$ cat src/rxsw_pkg.sv
// receive status word constants and the frame header parser
`timescale 1ns/1ns
package rxsw_pkg;
    // status word field positions
    localparam int BIT_RSVD31 = 31;
    localparam int BIT_FILTER_FAIL = 30;
    localparam int LEN_LSB = 16;
    localparam int LEN_W = 14;
    localparam int BIT_ERR_SUM = 15;
    localparam int BIT_RSVD14 = 14;
    localparam int BIT_BCAST = 13;
    localparam int BIT_LEN_MISMATCH = 12;
    localparam int BIT_RUNT = 11;
    localparam int BIT_MCAST = 10;
    localparam int BIT_TOO_LONG = 7;
    localparam int BIT_LATE_COL = 6;
    localparam int BIT_FRAME_TYPE = 5;
    localparam int BIT_WDOG = 4;
    localparam int BIT_MII_ERR = 3;
    localparam int BIT_DRIBBLE = 2;
    localparam int BIT_CRC_ERR = 1;
    localparam int BIT_RSVD0 = 0;
    // frame sizes in bytes
    localparam logic [13:0] MIN_FRAME = 14'h0040;
    localparam logic [13:0] MAX_FRAME = 14'h05ee;
    localparam logic [15:0] MAX_LEN_FIELD = 16'h05dc;
    localparam logic [13:0] HDR_BYTES = 14'h000e;
    localparam logic [13:0] OVERHEAD_BYTES = 14'h0012;
    localparam logic [15:0] MIN_PAYLOAD = 16'h002e;
    localparam int WDOG_MIN = 2048;
    localparam int WDOG_MAX = 2560;
    // dribble thresholds per mode
    localparam logic [2:0] DRIB_MII = 3'h4;
    localparam logic [2:0] DRIB_10M = 3'h3;
    localparam logic [31:0] STATUS_RESET = 32'h0000_0000;

    // payload implied by the byte count against the length field; type values never mismatch
    function automatic logic lenMismatch(input logic [15:0] field, input logic [13:0] total);
        logic [15:0] payload;
        payload = {2'b00, total - OVERHEAD_BYTES};
        if (field > MAX_LEN_FIELD || total < HDR_BYTES + 14'h0004)
        begin
            return 1'b0;
        end
        // short payloads are padded up to the minimum on the wire
        if (field < MIN_PAYLOAD)
        begin
            return payload != MIN_PAYLOAD;
        end
        return payload != field;
    endfunction : lenMismatch
endpackage : rxsw_pkg

module rxsw_hdr_parse
    import rxsw_pkg::*;
(
    input wire logic clk_sys,
    input wire logic nrst,
    input wire logic frameStart,
    input wire logic byteValid,
    input wire logic [7:0] byteData,
    output logic dstBroadcast,
    output logic dstMulticast,
    output logic [15:0] lenType
);
    logic [3:0] idx_q;
    logic allOnes_q;
    logic groupBit_q;

    always_ff @(posedge clk_sys or negedge nrst)
    begin
        if (!nrst)
        begin
            idx_q <= 4'h0;
            allOnes_q <= 1'b1;
            groupBit_q <= 1'b0;
            lenType <= 16'h0000;
        end
        else if (frameStart)
        begin
            idx_q <= 4'h0;
            allOnes_q <= 1'b1;
            groupBit_q <= 1'b0;
            lenType <= 16'h0000;
        end
        else if (byteValid && idx_q < 4'he)
        begin
            idx_q <= idx_q + 4'h1;
            if (idx_q == 4'h0)
            begin
                groupBit_q <= byteData[0];
            end
            if (idx_q < 4'h6 && byteData != 8'hff)
            begin
                allOnes_q <= 1'b0;
            end
            if (idx_q == 4'hc)
            begin
                lenType[15:8] <= byteData;
            end
            if (idx_q == 4'hd)
            begin
                lenType[7:0] <= byteData;
            end
        end
    end

    // a broadcast also carries the group bit, so it is kept out of multicast
    assign dstBroadcast = allOnes_q && idx_q >= 4'h6;
    assign dstMulticast = groupBit_q && !dstBroadcast && idx_q >= 4'h6;
endmodule : rxsw_hdr_parse

$ cat src/rxsw_rx_status.sv
// receive status word builder, receiver halt control and receive fault flag
`timescale 1ns/1ns
module rxsw_rx_status
    import rxsw_pkg::*;
#(
    parameter int WDOG_BYTES = WDOG_MIN
)
(
    input wire logic clk_sys,
    input wire logic nrst,
    input wire logic receive_enable_bit,
    input wire logic passBadFrames,
    input wire logic speed10,
    input wire logic frmStart,
    input wire logic rxValid,
    input wire logic [7:0] rxByte,
    input wire logic frmEnd,
    input wire logic crcBad,
    input wire logic [2:0] dribbleBits,
    input wire logic rxEr,
    input wire logic lateCollision,
    input wire logic filterFail,
    input wire logic hostDataRead,
    input wire logic dataFifoEmpty,
    input wire logic hostStatusRead,
    input wire logic statusFifoEmpty,
    input wire logic statusFifoFull,
    input wire logic faultClear,
    output logic [7:0] dataByte_q,
    output logic dataPush_q,
    output logic [31:0] statusWord_q,
    output logic statusPush_q,
    output logic frameDrop_q,
    output logic receiverHalted_q,
    output logic receiver_halted_pulse_q,
    output logic receive_fault_flag_q
);
    // a watchdog limit outside the allowed window is refused at elaboration
    if (WDOG_BYTES < WDOG_MIN || WDOG_BYTES > WDOG_MAX)
    begin : g_wdog_range
        $error("watchdog limit outside 2048..2560 bytes");
    end

    localparam logic [13:0] WDOG_LIMIT = 14'(WDOG_BYTES);

    typedef enum logic [4:0] {
        ST_IDLE = 5'b00001,
        ST_RECV = 5'b00010,
        ST_SKIP = 5'b00100,
        ST_FINISH = 5'b01000,
        ST_HALT = 5'b10000
    } rxsw_state_e;

    rxsw_state_e state_q;
    logic [13:0] byteCnt_q;
    logic rxErSeen_q;
    logic lateColSeen_q;
    logic wdogHit_q;
    logic crcBad_q;
    logic [2:0] dribble_q;
    logic filterFail_q;
    logic dstBroadcast;
    logic dstMulticast;
    logic [15:0] lenType;
    logic [31:0] statusNext;
    logic runtNow;

    rxsw_hdr_parse u_hdr (
        .clk_sys(clk_sys),
        .nrst(nrst),
        .frameStart(frmStart && state_q == ST_IDLE),
        .byteValid(rxValid && state_q == ST_RECV),
        .byteData(rxByte),
        .dstBroadcast(dstBroadcast),
        .dstMulticast(dstMulticast),
        .lenType(lenType)
    );

    assign runtNow = byteCnt_q < MIN_FRAME;

    always_comb
    begin
        statusNext = STATUS_RESET;
        statusNext[BIT_FILTER_FAIL] = filterFail_q;
        statusNext[LEN_LSB +: LEN_W] = byteCnt_q;
        statusNext[BIT_BCAST] = dstBroadcast;
        statusNext[BIT_LEN_MISMATCH] = !runtNow && lenMismatch(lenType, byteCnt_q);
        statusNext[BIT_RUNT] = runtNow;
        statusNext[BIT_MCAST] = dstMulticast;
        statusNext[BIT_TOO_LONG] = byteCnt_q > MAX_FRAME;
        statusNext[BIT_LATE_COL] = lateColSeen_q;
        statusNext[BIT_FRAME_TYPE] = byteCnt_q >= HDR_BYTES && lenType > MAX_LEN_FIELD;
        statusNext[BIT_WDOG] = wdogHit_q;
        statusNext[BIT_MII_ERR] = rxErSeen_q;
        // leftover bits, suppressed by a late collision
        statusNext[BIT_DRIBBLE] = !lateColSeen_q &&
            (speed10 ? dribble_q >= DRIB_10M : dribble_q == DRIB_MII);
        statusNext[BIT_CRC_ERR] = crcBad_q || rxErSeen_q;
        statusNext[BIT_ERR_SUM] = statusNext[BIT_RUNT] || statusNext[BIT_TOO_LONG] ||
            statusNext[BIT_LATE_COL] || statusNext[BIT_CRC_ERR];
        statusNext[BIT_RSVD31] = 1'b0;
        statusNext[BIT_RSVD14] = 1'b0;
        statusNext[9:8] = 2'b00;
        statusNext[BIT_RSVD0] = 1'b0;
    end

    // a cleared enable lets the current frame finish, then halts
    always_ff @(posedge clk_sys or negedge nrst)
    begin
        if (!nrst)
        begin
            state_q <= ST_IDLE;
        end
        else
        begin
            case (state_q)
                ST_IDLE:
                begin
                    if (!receive_enable_bit)
                    begin
                        state_q <= ST_HALT;
                    end
                    else if (frmStart)
                    begin
                        state_q <= ST_RECV;
                    end
                end
                ST_RECV:
                begin
                    if (frmEnd)
                    begin
                        state_q <= ST_FINISH;
                    end
                    else if (rxValid && byteCnt_q >= WDOG_LIMIT)
                    begin
                        state_q <= ST_SKIP;
                    end
                end
                ST_SKIP:
                begin
                    if (frmEnd)
                    begin
                        state_q <= ST_FINISH;
                    end
                end
                ST_FINISH:
                begin
                    state_q <= ST_IDLE;
                end
                ST_HALT:
                begin
                    // resume once the host sets the enable again
                    if (receive_enable_bit)
                    begin
                        state_q <= ST_IDLE;
                    end
                end
                default:
                begin
                    state_q <= ST_IDLE;
                end
            endcase
        end
    end

    // per-frame counters and sticky frame conditions
    always_ff @(posedge clk_sys or negedge nrst)
    begin
        if (!nrst)
        begin
            byteCnt_q <= 14'h0000;
            rxErSeen_q <= 1'b0;
            lateColSeen_q <= 1'b0;
            wdogHit_q <= 1'b0;
            crcBad_q <= 1'b0;
            dribble_q <= 3'h0;
            filterFail_q <= 1'b0;
        end
        else if (state_q == ST_IDLE && frmStart && receive_enable_bit)
        begin
            byteCnt_q <= 14'h0000;
            rxErSeen_q <= rxEr;
            lateColSeen_q <= lateCollision;
            wdogHit_q <= 1'b0;
            crcBad_q <= 1'b0;
            dribble_q <= 3'h0;
            filterFail_q <= 1'b0;
        end
        else if (state_q == ST_RECV || state_q == ST_SKIP)
        begin
            // any receive error during the frame is remembered
            if (rxEr)
            begin
                rxErSeen_q <= 1'b1;
            end
            if (lateCollision)
            begin
                lateColSeen_q <= 1'b1;
            end
            if (rxValid && state_q == ST_RECV)
            begin
                // watchdog stops counting and forwarding at the limit
                if (byteCnt_q >= WDOG_LIMIT)
                begin
                    wdogHit_q <= 1'b1;
                end
                else
                begin
                    byteCnt_q <= byteCnt_q + 14'h0001;
                end
            end
            if (frmEnd)
            begin
                crcBad_q <= crcBad;
                dribble_q <= dribbleBits;
                filterFail_q <= filterFail;
            end
        end
    end

    // data bytes leave before the frame's status word
    always_ff @(posedge clk_sys or negedge nrst)
    begin
        if (!nrst)
        begin
            dataByte_q <= 8'h00;
            dataPush_q <= 1'b0;
        end
        else
        begin
            dataPush_q <= state_q == ST_RECV && rxValid && byteCnt_q < WDOG_LIMIT;
            if (state_q == ST_RECV && rxValid)
            begin
                dataByte_q <= rxByte;
            end
        end
    end

    // runts without pass-bad-frames are dropped instead of reported
    always_ff @(posedge clk_sys or negedge nrst)
    begin
        if (!nrst)
        begin
            statusWord_q <= STATUS_RESET;
            statusPush_q <= 1'b0;
            frameDrop_q <= 1'b0;
        end
        else
        begin
            statusPush_q <= state_q == ST_FINISH && (!runtNow || passBadFrames);
            frameDrop_q <= state_q == ST_FINISH && runtNow && !passBadFrames;
            if (state_q == ST_FINISH)
            begin
                statusWord_q <= statusNext;
            end
        end
    end

    // single pulse on entry to the halted state
    always_ff @(posedge clk_sys or negedge nrst)
    begin
        if (!nrst)
        begin
            receiverHalted_q <= 1'b0;
            receiver_halted_pulse_q <= 1'b0;
        end
        else
        begin
            receiverHalted_q <= state_q == ST_HALT && !receive_enable_bit;
            receiver_halted_pulse_q <= state_q == ST_IDLE && !receive_enable_bit;
        end
    end

    // sticky fault flag; a new fault wins over a clear in the same cycle
    always_ff @(posedge clk_sys or negedge nrst)
    begin
        if (!nrst)
        begin
            receive_fault_flag_q <= 1'b0;
        end
        else if ((hostDataRead && dataFifoEmpty) || (hostStatusRead && statusFifoEmpty) ||
                 (statusPush_q && statusFifoFull))
        begin
            receive_fault_flag_q <= 1'b1;
        end
        else if (faultClear)
        begin
            receive_fault_flag_q <= 1'b0;
        end
    end
endmodule : rxsw_rx_status

$ cat config.mk
export PLATFORM = sky130hd
export DESIGN_NAME = rxsw_rx_status
export DESIGN_NICKNAME = d
export VERILOG_FILES = /design/src/rxsw_pkg.sv /design/src/rxsw_rx_status.sv
export SDC_FILE = /design/constraint.sdc
export NUM_CORES = 1
export LEC_CHECK = 0
export BUFFER_PORTS_ARGS = -buffer_cell sky130_fd_sc_hd__buf_4
export CAP_MARGIN = 20
export CORE_UTILIZATION = 45
export DETAILED_ROUTE_END_ITERATION = 8
export PLACE_DENSITY_LB_ADDON = 0.25
export SLEW_MARGIN = 25
export SYNTH_ARGS = -nofsm -noshare
export SYNTH_HDL_FRONTEND = slang
export SYNTH_SLANG_ARGS = --single-unit
$ cat constraint.sdc
create_clock -name clk_sys -period 2.49 [get_ports clk_sys]
set_input_delay 0.249 -clock clk_sys [delete_from_list [all_inputs] [get_ports clk_sys]]
set_output_delay 0.249 -clock clk_sys [all_outputs]
set_load 0.01 [all_outputs]
==> reports/metrics.csv, run 1 <==
stage,metric,value,unit
status,status,completed,
logic_synthesis,synth_top_cell_by_area,dfrtp_1,
logic_synthesis,synth-async-reset-ratio,1.00,
critical_path,cp.required,2.73,ns
global_route,grt_start_max_net_pins,52,
logic_synthesis,synth_top_cell_area_share,0.488,
floorplan,fp.dieH,102,um
logic_synthesis,syn_area_per_cell,9.98,sq um
timing,skew,0.0149,ns
cts,cts_max_path_buffers,2,
logic_synthesis,ys.flop_type,dfrtp_1,
cts,cts_sinks,90,
timing,setup_viol,0,
logic_synthesis,synthCells,452,
power_and_ir_drop,power,0.00390,W
global_route,antenna_found_initial,0,
logic_synthesis,synth_seq_area_share,0.500,
power_and_ir_drop,ir_drop,0.515,mV
critical_path,regToRegStartpoint,byteCnt_q[2],
drt,drtIter0Drc,119,
floorplan,die_x,102,um
cts,clock_latency,0.37,ns
critical_path,cp-startpoint,byteCnt_q[2],
min_path,hold_class,in -> reg,
timing,max_freq,0.446,GHz
power_and_ir_drop,pwr-share-clk,0.268,
global_route,grt_use_total,0.200,
floorplan,pin_count,75,
job,drv_cap,0,
cts,cts_buffers,9,
power_and_ir_drop,p_int,0.00266,W
timing,fin_crit,2.24,ns
logic_synthesis,ys_top_cells_by_count,"dfrtp_1, nand2_1, nor2_1, a21oi_1, mux2i_1",
logic_synthesis,ys_types,60,
timing,rsz0062_at_grt,false,
place,dpl.hpwl,7090,um
drt,routed_via_density,5.25,
cells_and_area,syn2layout_area_growth,19.2,%
timing,worstMarginPinSlew,0.532,ns
critical_path,critPathMaxFanout,7,
floorplan,fp-row-count,36,
critical_path,critPathKind,reg -> reg,
global_route,grt_pass1_vias,3285,
timing,slew_headroom,0.644,
cells_and_area,antennaDiodeCount,0,
critical_path,cp-start-kind,flip-flop,
timing,fin_ws,0.246,ns
timing,hold_violations,0,
cts,cts-root-buf,clkbuf_8,
power_and_ir_drop,power_leakage,2.66,nW
cts,h-tree-depth,3,
power_and_ir_drop,p_comb_frac,0.249,
logic_synthesis,ys_seq_elements,90,
critical_path,endpoint_kind,flip-flop,
logic_synthesis,yosysWarningCount,0,
floorplan,die_area,10400,sq um
place,portBuffers,69,
floorplan,initial_core_util,0.464,
power_and_ir_drop,switchingPower,0.00124,W
logic_synthesis,synth_edf_count,0,
timing,final_max_slew_viol_count,0,
drt,wl_per_cell,14.7,um
cells_and_area,final_layout_size_suffix_gt1_frac,0.249,
timing,fin_crit_sh,0.901,
power_and_ir_drop,cellPowerDensity,725,nW/um^2
drt,vias,3436,
cells_and_area,num-nets-final,554,
drt,drcViolationCount,0,
cts,clk_pin_slew,0.10,ns
cts,cts_tree,yes,
global_route,grt_pass1_wl,15900,um
logic_synthesis,yosysMostFrequentCell,dfrtp_1,
global_route,grt_overflow,0,
place,gp_congestion,0.825,
floorplan,core_area,9730,sq um
place,post-place-ws,0.167,ns
critical_path,arrival,2.49,ns
power_and_ir_drop,sequentialPowerShare,0.483,
logic_synthesis,syn_area,4510,sq um
power_and_ir_drop,swShare,0.319,
min_path,hp-start,passBadFrames,
logic_synthesis,synth_area_leaders,"dfrtp_1, nand2_1, nor2_1",
drt,drt_wl_total,9650,um
cells_and_area,n_fill_cell,873,
drt,first_pass_iters,4,
timing,tns,0,ns
drt,final_antenna_net_count,0,
==> per-stage QoR <==
| stage | hold WS [ns] | utilization | std cells | area [sq um] |
|---|---|---|---|---|
| CTS | 0.0265 | 0.550 | 654 | 5360 |
| floorplan | -0.0466 | - | 456 | 4530 |
| global placement | 0.261 | 0.528 | 637 | 5130 |
| global route | 0.0172 | 0.552 | 655 | 5380 |
| finish | 0.0403 | 0.552 | 655 | 5380 |
| detailed placement | 0.262 | 0.528 | 637 | 5130 |
==> power by group through the flow <==
stage	combinational, W	clock [W]	sequential [W]
2_1_floorplan	0.000530	0	0.00192
3_3_place_gp	0.000941	0	0.00191
3_5_place_dp	0.000957	0	0.00192
4_1_cts	0.000963	0.00108	0.00189
5_1_grt	0.00108	0.00114	0.00192
6_report	0.000972	0.00104	0.00188
==> what timing repair did <==
| action | 4_1_cts | 5_1_grt |
|---|---|---|
| endpoints found under the hold margin | 39 | 0 |
| hold buffers | 1 | 0 |
| buffers inserted | 0 | 1 |
| endpoints found under the setup margin | 0 | 1 |
| gates resized for setup | 0 | 3 |
==> critical path: stages, from the launching register on <==
cell and delay, ns:
dfrtp_1 0.46, inv_1 0.16, ha_1 0.21, nand2b_1 0.14, a2111oi_4 0.41, nand2_1 0.11
xnor2_1 0.15, nand4_1 0.12, nor4_2 0.27, a21oi_1 0.10
==> cell usage in the layout, fill, tap and decap left out, drive strengths merged, types with 7 or more instances in the layout <==
cell,n
clkbuf,10
nor3,11
a31oi,9
mux2,16
nand2,67
ha,8
a21oi,21
dfrtp,88
nand4,7
xor2,12
buf,79
xnor2,12
o21ai,17
nand3,14
nor2,53
mux2i,19
inv,16
nor4,7
==> cell families (layout without fill, tap and decap cells) <==
kind of cell / Yosys count / in the layout / share of synthesized area
simple gates: 177 / 177 / 0.191
compound gates: 73 / 73 / 0.111
flops: 90 / 90 / 0.500
xor+xnor: 24 / 24 / 0.0466
fa+ha+maj: 8 / 8 / 0.0222
mux: 35 / 35 / 0.0821
buf+inv: 44 / 110 / 0.0463
other cells: 1 / 5 / 0.000831
==> registers in the layout, summed over array words and instances (netlist names), 3 cells and up <==
name           cells
statusWord_q      27
u_hdr.lenType     16
byteCnt_q         14
dataByte_q         8
state_q            5
u_hdr.idx_q        4
dribble_q          3
==> per-layer routing <==
metal	vias to the layer above	wire, um	global-route usage
li1	1681	-	-
met1	1656	4420	0.272
met2	79	4630	0.307
met3	20	391	0.0321
met4	0	210	0.108
met5	-	0	0
==> final timing paths <==
path,endpoint,slack [ns],cells past startpoint
max,statusWord_q[12],0.25,9
min,frameDrop_q,0.04,2
max reg2reg,statusWord_q[12],0.25,9
min reg2reg,dataByte_q[4],0.49,2
max in group asynchronous,state_q[0],1.38,3
min in group asynchronous,receive_fault_flag_q,0.41,2
==> area by class of cell <==
cell class                      instances  area, sq um  area share
Sequential cell                        90         2260       0.420
Multi-Input combinational cell        322         2070       0.386
Timing Repair Buffer                   80          616       0.115
Tap cell                              133          166      0.0310
Clock buffer                           10          138      0.0256
Clock inverter                          6         73.8      0.0137
Inverter                               14         52.6     0.00978
(Power assumes the default switching activity.)
==> inputs of run 2 (changes only) <==
PLACE_DENSITY = 0.66   (was not set)
PLACE_DENSITY_LB_ADDON = not set   (was 0.25)
clock period = 2.7 ns   (was 2.49 ns; I/O delays follow)
==> run 2 against run 1 <==
  * Combinational power is 9.4% lower
  * Global-route usage up 0.22 points
  * Critical path depth unchanged
  * Clock power is 24% lower
  * Sequential cell count did not move
  * Die area did not move
  * Clock skew is 0.0027 ns higher
  * Largest cell class unchanged
==> reports/metrics.csv, run 2 (same netlist as run 1, synthesis figures left out) <==
stage,metric,value,unit
critical_path,cp_top_family,simple AND/OR/NAND/NOR gates,
drt,met3_length,275,um
drt,met2_length,4740,um
floorplan,pin_count,75,
power_and_ir_drop,p_int,0.00231,W
drt,wl_per_cell,15.0,um
cells_and_area,final_cell_mix,"dfrtp_1, buf_4, nand2_1, nor2_1, a21oi_1",
critical_path,cp-start-kind,flip-flop,
floorplan,die_x,102,um
cts,cts_max_path_buffers,2,
cells_and_area,top_register,statusWord_q,
global_route,grt_start_max_net_pins,57,
cells_and_area,largest_register_ff_count,27,
critical_path,regToRegStartpoint,byteCnt_q[1],
cells_and_area,n_fill_cell,896,
power_and_ir_drop,pwr-share-clk,0.230,
cts,clock_latency,0.37,ns
timing,fin_crit_sh,0.890,
cts,cts_sinks,90,
cells_and_area,final_common_cell,dfrtp_1,
timing,fin_crit,2.40,ns
critical_path,arrival,2.66,ns
drt,final_antenna_net_count,0,
timing,max_freq,0.416,GHz
power_and_ir_drop,ir_drop,0.318,mV
critical_path,cp.required,2.95,ns
min_path,hold_class,in -> reg,
cells_and_area,antennaDiodeCount,0,
cts,cts.hold.buffers_added,1,
place,placed_cell_area,5120,sq um
power_and_ir_drop,power,0.00342,W
timing,tns,0,ns
critical_path,worstPathCellList,"inv_1, ha_1, nand2b_1, a211oi_1, nand2_1, nor4_1, a31oi_1, nor4_1, a21oi_1",
critical_path,path_buf_inv,1,
global_route,antenna_found_initial,0,
timing,final_max_slew_viol_count,0,
critical_path,cp-startpoint,byteCnt_q[1],
cells_and_area,final_layout_size_suffix_gt1_frac,0.232,
cts,h-tree-depth,3,
critical_path,cpMostUsedCell,nor4_1,
global_route,grt_overflow,0,
floorplan,die_area,10400,sq um
cts,clk_pin_slew,0.09,ns
cts,cts-root-buf,clkbuf_8,
power_and_ir_drop,switchingPower,0.00111,W
cells_and_area,reg_top3,"statusWord_q: 27 flops, u_hdr.lenType: 16 flops, byteCnt_q: 14 flops",
drt,drcViolationCount,0,
cts,cts_resized,0,
status,status,completed,
min_path,hp-start,passBadFrames,
critical_path,slowest_stage,dfrtp_1,
cells_and_area,postLayoutCellArea,5280,sq um
place,portBuffers,69,
floorplan,core_area,9730,sq um
floorplan,initial_core_util,0.464,
power_and_ir_drop,power_leakage,2.61,nW
critical_path,max_stage_delay,0.50,ns
floorplan,fp-row-count,36,
timing,fin_ws,0.297,ns
timing,skew,0.0176,ns
drt,drtIter0Drc,117,
global_route,grt_pass1_wl,16200,um
cells_and_area,num-nets-final,551,
floorplan,fp.dieH,102,um
timing,rsz0062_at_grt,false,
place,dpl.hpwl,7080,um
drt,vias,3445,
cts,cts_setup_buffers,0,
drt,top_layer_used,met4,
global_route,grt_pass1_vias,3280,
cts,cts_tree,yes,
power_and_ir_drop,cellPowerDensity,647,nW/um^2
power_and_ir_drop,sequentialPowerShare,0.512,
drt,routed_via_density,5.29,
drt,drt_wl_total,9740,um
critical_path,critPathKind,reg -> reg,
timing,setup_viol,0,
critical_path,critPathMaxFanout,9,
drt,first_pass_iters,4,
power_and_ir_drop,p_comb_frac,0.258,
timing,worstMarginPinSlew,0.706,ns
cts,cts_buffers,9,
cells_and_area,syn2layout_area_growth,17.1,%
place,gp_congestion,0.819,
job,drv_cap,0,
place,post-place-ws,0.293,ns
power_and_ir_drop,swShare,0.324,
drt,met1_length,4580,um
global_route,grt_use_total,0.202,
critical_path,endpoint_kind,flip-flop,
timing,slew_headroom,0.530,
timing,hold_violations,0,
[run 2: layout make-up]
type,count,area (sq um),area share
tap,133,166,0.0315
inverter,14,52.6,0.00995
sequential,90,2250,0.427
clock buffer,12,135,0.0256
clock inverter,3,20.0,0.00379
timing repair buffer,77,593,0.112
multi-input combinational,322,2060,0.390
[run 2: per-stage QoR]
stage          cells  utilization  hold WS [ns]
2_1_floorplan    456            -       -0.0256
5_1_grt          651        0.543        0.0589
3_3_place_gp     635        0.526         0.368
6_report         651        0.543        0.0646
3_5_place_dp     635        0.526         0.374
4_1_cts          651        0.543        0.0545
[run 2: power groups by stage]
stage | clock (W) | sequential, W | combinational, W
floorplan | 0 | 0.00177 | 0.000489
global placement | 0 | 0.00176 | 0.000867
detailed placement | 0 | 0.00177 | 0.000889
CTS | 0.000810 | 0.00175 | 0.000891
finish | 0.000787 | 0.00175 | 0.000881
global route | 0.000859 | 0.00178 | 0.000994
[run 2: final timing paths]
kind	depth (start not counted)	slack, ns	end
max in group asynchronous	3	1.48	u_hdr.allOnes_q
min reg2reg	2	0.48	dataByte_q[0]
max reg2reg	9	0.30	statusWord_q[12]
min	2	0.06	frameDrop_q
max	9	0.30	statusWord_q[12]
min in group asynchronous	2	0.50	statusWord_q[20]
[run 2: layer usage]
layer	GRT usage	vias to the layer above
met5	0	-
met3	0.0267	15
met2	0.337	67
met1	0.266	1689
met4	0.0835	0
li1	-	1674
==> inputs of run 3 (changes only) <==
CORE_MARGIN = 2   (was not set)
CTS_BUF_LIST = sky130_fd_sc_hd__clkbuf_4   (was not set)
REMOVE_ABC_BUFFERS = 1   (was not set)
==> run 3 against run 2 <==
  * Sequential share of layout area is 0.57 points lower
  * Clock power is 6.2% higher
  * Register-to-register slack better by 0.07 ns
  * Sequential cell count stayed put
  * Cell area is 1.3% higher
  * Clock skew is 0.0038 ns higher
  * Sequential power hardly changed
  * Routed wire length is 0.38% lower
  * Worst hold slack worse by 0.026 ns
  * Maximum frequency is 3.0% higher
  * Largest power group unchanged
==> reports/metrics.csv, run 3 (same netlist as run 1, synthesis figures left out) <==
stage,metric,value,unit
cts,cts.hold.buffers_added,5,
critical_path,critPathKind,reg -> reg,
global_route,gr-usage-met3,0.0464,
cells_and_area,n_fill_cell,890,
timing,hold_violations,0,
timing,tns,0,ns
critical_path,cp-start-kind,flip-flop,
place,gp_congestion,0.847,
place,placed_cell_area,5120,sq um
floorplan,pin_count,75,
timing,slew_headroom,0.620,
global_route,grt_start_max_net_pins,48,
global_route,grt_pass1_wl,16400,um
global_route,antenna_found_initial,0,
floorplan,fp.dieH,104,um
cts,cts_setup_buffers,0,
drt,first_pass_iters,4,
cells_and_area,final_layout_size_suffix_gt1_frac,0.232,
power_and_ir_drop,ir_drop,0.472,mV
cells_and_area,final_cell_mix,"dfrtp_1, buf_4, nand2_1, nor2_1, a21oi_1",
cells_and_area,top_register,statusWord_q,
cells_and_area,antennaDiodeCount,0,
critical_path,endpoint_kind,flip-flop,
timing,fin_crit,2.33,ns
cells_and_area,syn2layout_area_growth,18.7,%
floorplan,fp-row-count,36,
floorplan,die_area,10800,sq um
drt,drcViolationCount,0,
timing,rsz0062_at_grt,false,
global_route,grt_overflow,0,
cts,cts_tree,yes,
global_route,grt_use_met2,0.298,
place,post-place-ws,0.410,ns
global_route,grt_pass1_vias,3273,
place,dpl.hpwl,7000,um
critical_path,critPathMaxFanout,9,
cells_and_area,seq_area,2250,sq um
job,drv_cap,0,
drt,wl_per_cell,14.7,um
global_route,use_met1,0.254,
critical_path,arrival,2.68,ns
floorplan,initial_core_util,0.464,
cts,clock_latency,0.45,ns
drt,routed_via_density,5.23,
cts,cts_buffers,9,
cells_and_area,largest_register_ff_count,27,
power_and_ir_drop,power_leakage,2.66,nW
critical_path,cp.required,3.04,ns
min_path,hold_class,in -> reg,
power_and_ir_drop,power,0.00347,W
timing,final_max_slew_viol_count,0,
cts,cts-root-buf,clkbuf_4,
floorplan,core_area,9730,sq um
cts,cts_max_path_buffers,2,
timing,worstMarginPinSlew,0.571,ns
power_and_ir_drop,cellPowerDensity,648,nW/um^2
timing,max_freq,0.429,GHz
drt,vias,3448,
floorplan,die_x,104,um
timing,fin_crit_sh,0.864,
timing,skew,0.0214,ns
drt,final_antenna_net_count,0,
timing,setup_viol,0,
status,status,completed,
drt,drt_wl_total,9710,um
cells_and_area,postLayoutCellArea,5360,sq um
timing,fin_ws,0.367,ns
drt,drtIter0Drc,165,
place,portBuffers,69,
global_route,grt_use_total,0.188,
cts,cts_resized,0,
cts,cts_sinks,90,
cells_and_area,num-nets-final,558,
timing,hold_slack,0.0390,ns
cells_and_area,reg_top3,"statusWord_q: 27 flops, u_hdr.lenType: 16 flops, byteCnt_q: 14 flops",
cells_and_area,final_common_cell,dfrtp_1,
cells_and_area,multi_input_area,2060,sq um
global_route,top_usage_layer,met2,
cts,clk_pin_slew,0.15,ns
cts,h-tree-depth,3,
-- run 3: cell count changes in the layout (fill, tap and decap cells not counted), moves of 2 or more --
cell / before / now
bufinv_16: 0 / 2
clkbuf_1: 3 / 0
clkbuf_4: 0 / 10
clkbuf_8: 9 / 0
clkinv_1: 0 / 2
clkinvlp_4: 2 / 0
dlygate4sd3_1: 1 / 8
-- run 3: worst paths after layout --
kind / start / endpoint / slack (ns) / depth (start not counted)
worst max register to register: byteCnt_q[1] / statusWord_q[12] / 0.37 / 9
max in group asynchronous: nrst / u_hdr.allOnes_q / 1.66 / 3
worst min register to register: statusWord_q[1] / statusWord_q[1] / 0.49 / 2
min in group asynchronous: nrst / statusWord_q[19] / 0.34 / 2
worst min-delay path: filterFail / filterFail_q / 0.04 / 3
worst max-delay path: byteCnt_q[1] / statusWord_q[12] / 0.37 / 9
-- run 3: where the power goes --
group	switching (W)	internal (W)	total (W)
logic	0.000472	0.000419	0.000891
clock network	0.000455	0.000381	0.000836
registers	0.000172	0.00157	0.00174
-- run 3: per-stage QoR --
| stage | std cells | util |
|---|---|---|
| 2_1_floorplan | 426 | - |
| 3_3_place_gp | 635 | 0.526 |
| 3_5_place_dp | 635 | 0.526 |
| 4_1_cts | 656 | 0.547 |
| 5_1_grt | 659 | 0.550 |
| 6_report | 659 | 0.550 |
-- run 3: layer usage --
metal / vias to the layer above / share of wire
met3: 9 / 0.044
met4: 0 / 0.011
li1: 1686 / -
met2: 72 / 0.47
met1: 1681 / 0.47
met5: - / 0
-- run 3: critical path, cell delays in order, from the launching register on --
cell and delay (ns):
dfrtp_1 0.51, inv_1 0.16, ha_1 0.20, nand2b_1 0.14, a211oi_1 0.49, nand2_1 0.12, nor4_1 0.18, a31oi_1 0.07
nor4_1 0.26, a21oi_1 0.10
-- run 3: area by class of cell --
class                           instances  area share
Sequential cell                        90       0.421
Multi-Input combinational cell        322       0.385
Timing Repair Buffer                   84       0.124
Tap cell                              133      0.0311
Clock inverter                          6      0.0152
Clock buffer                           10      0.0140
Inverter                               14     0.00981
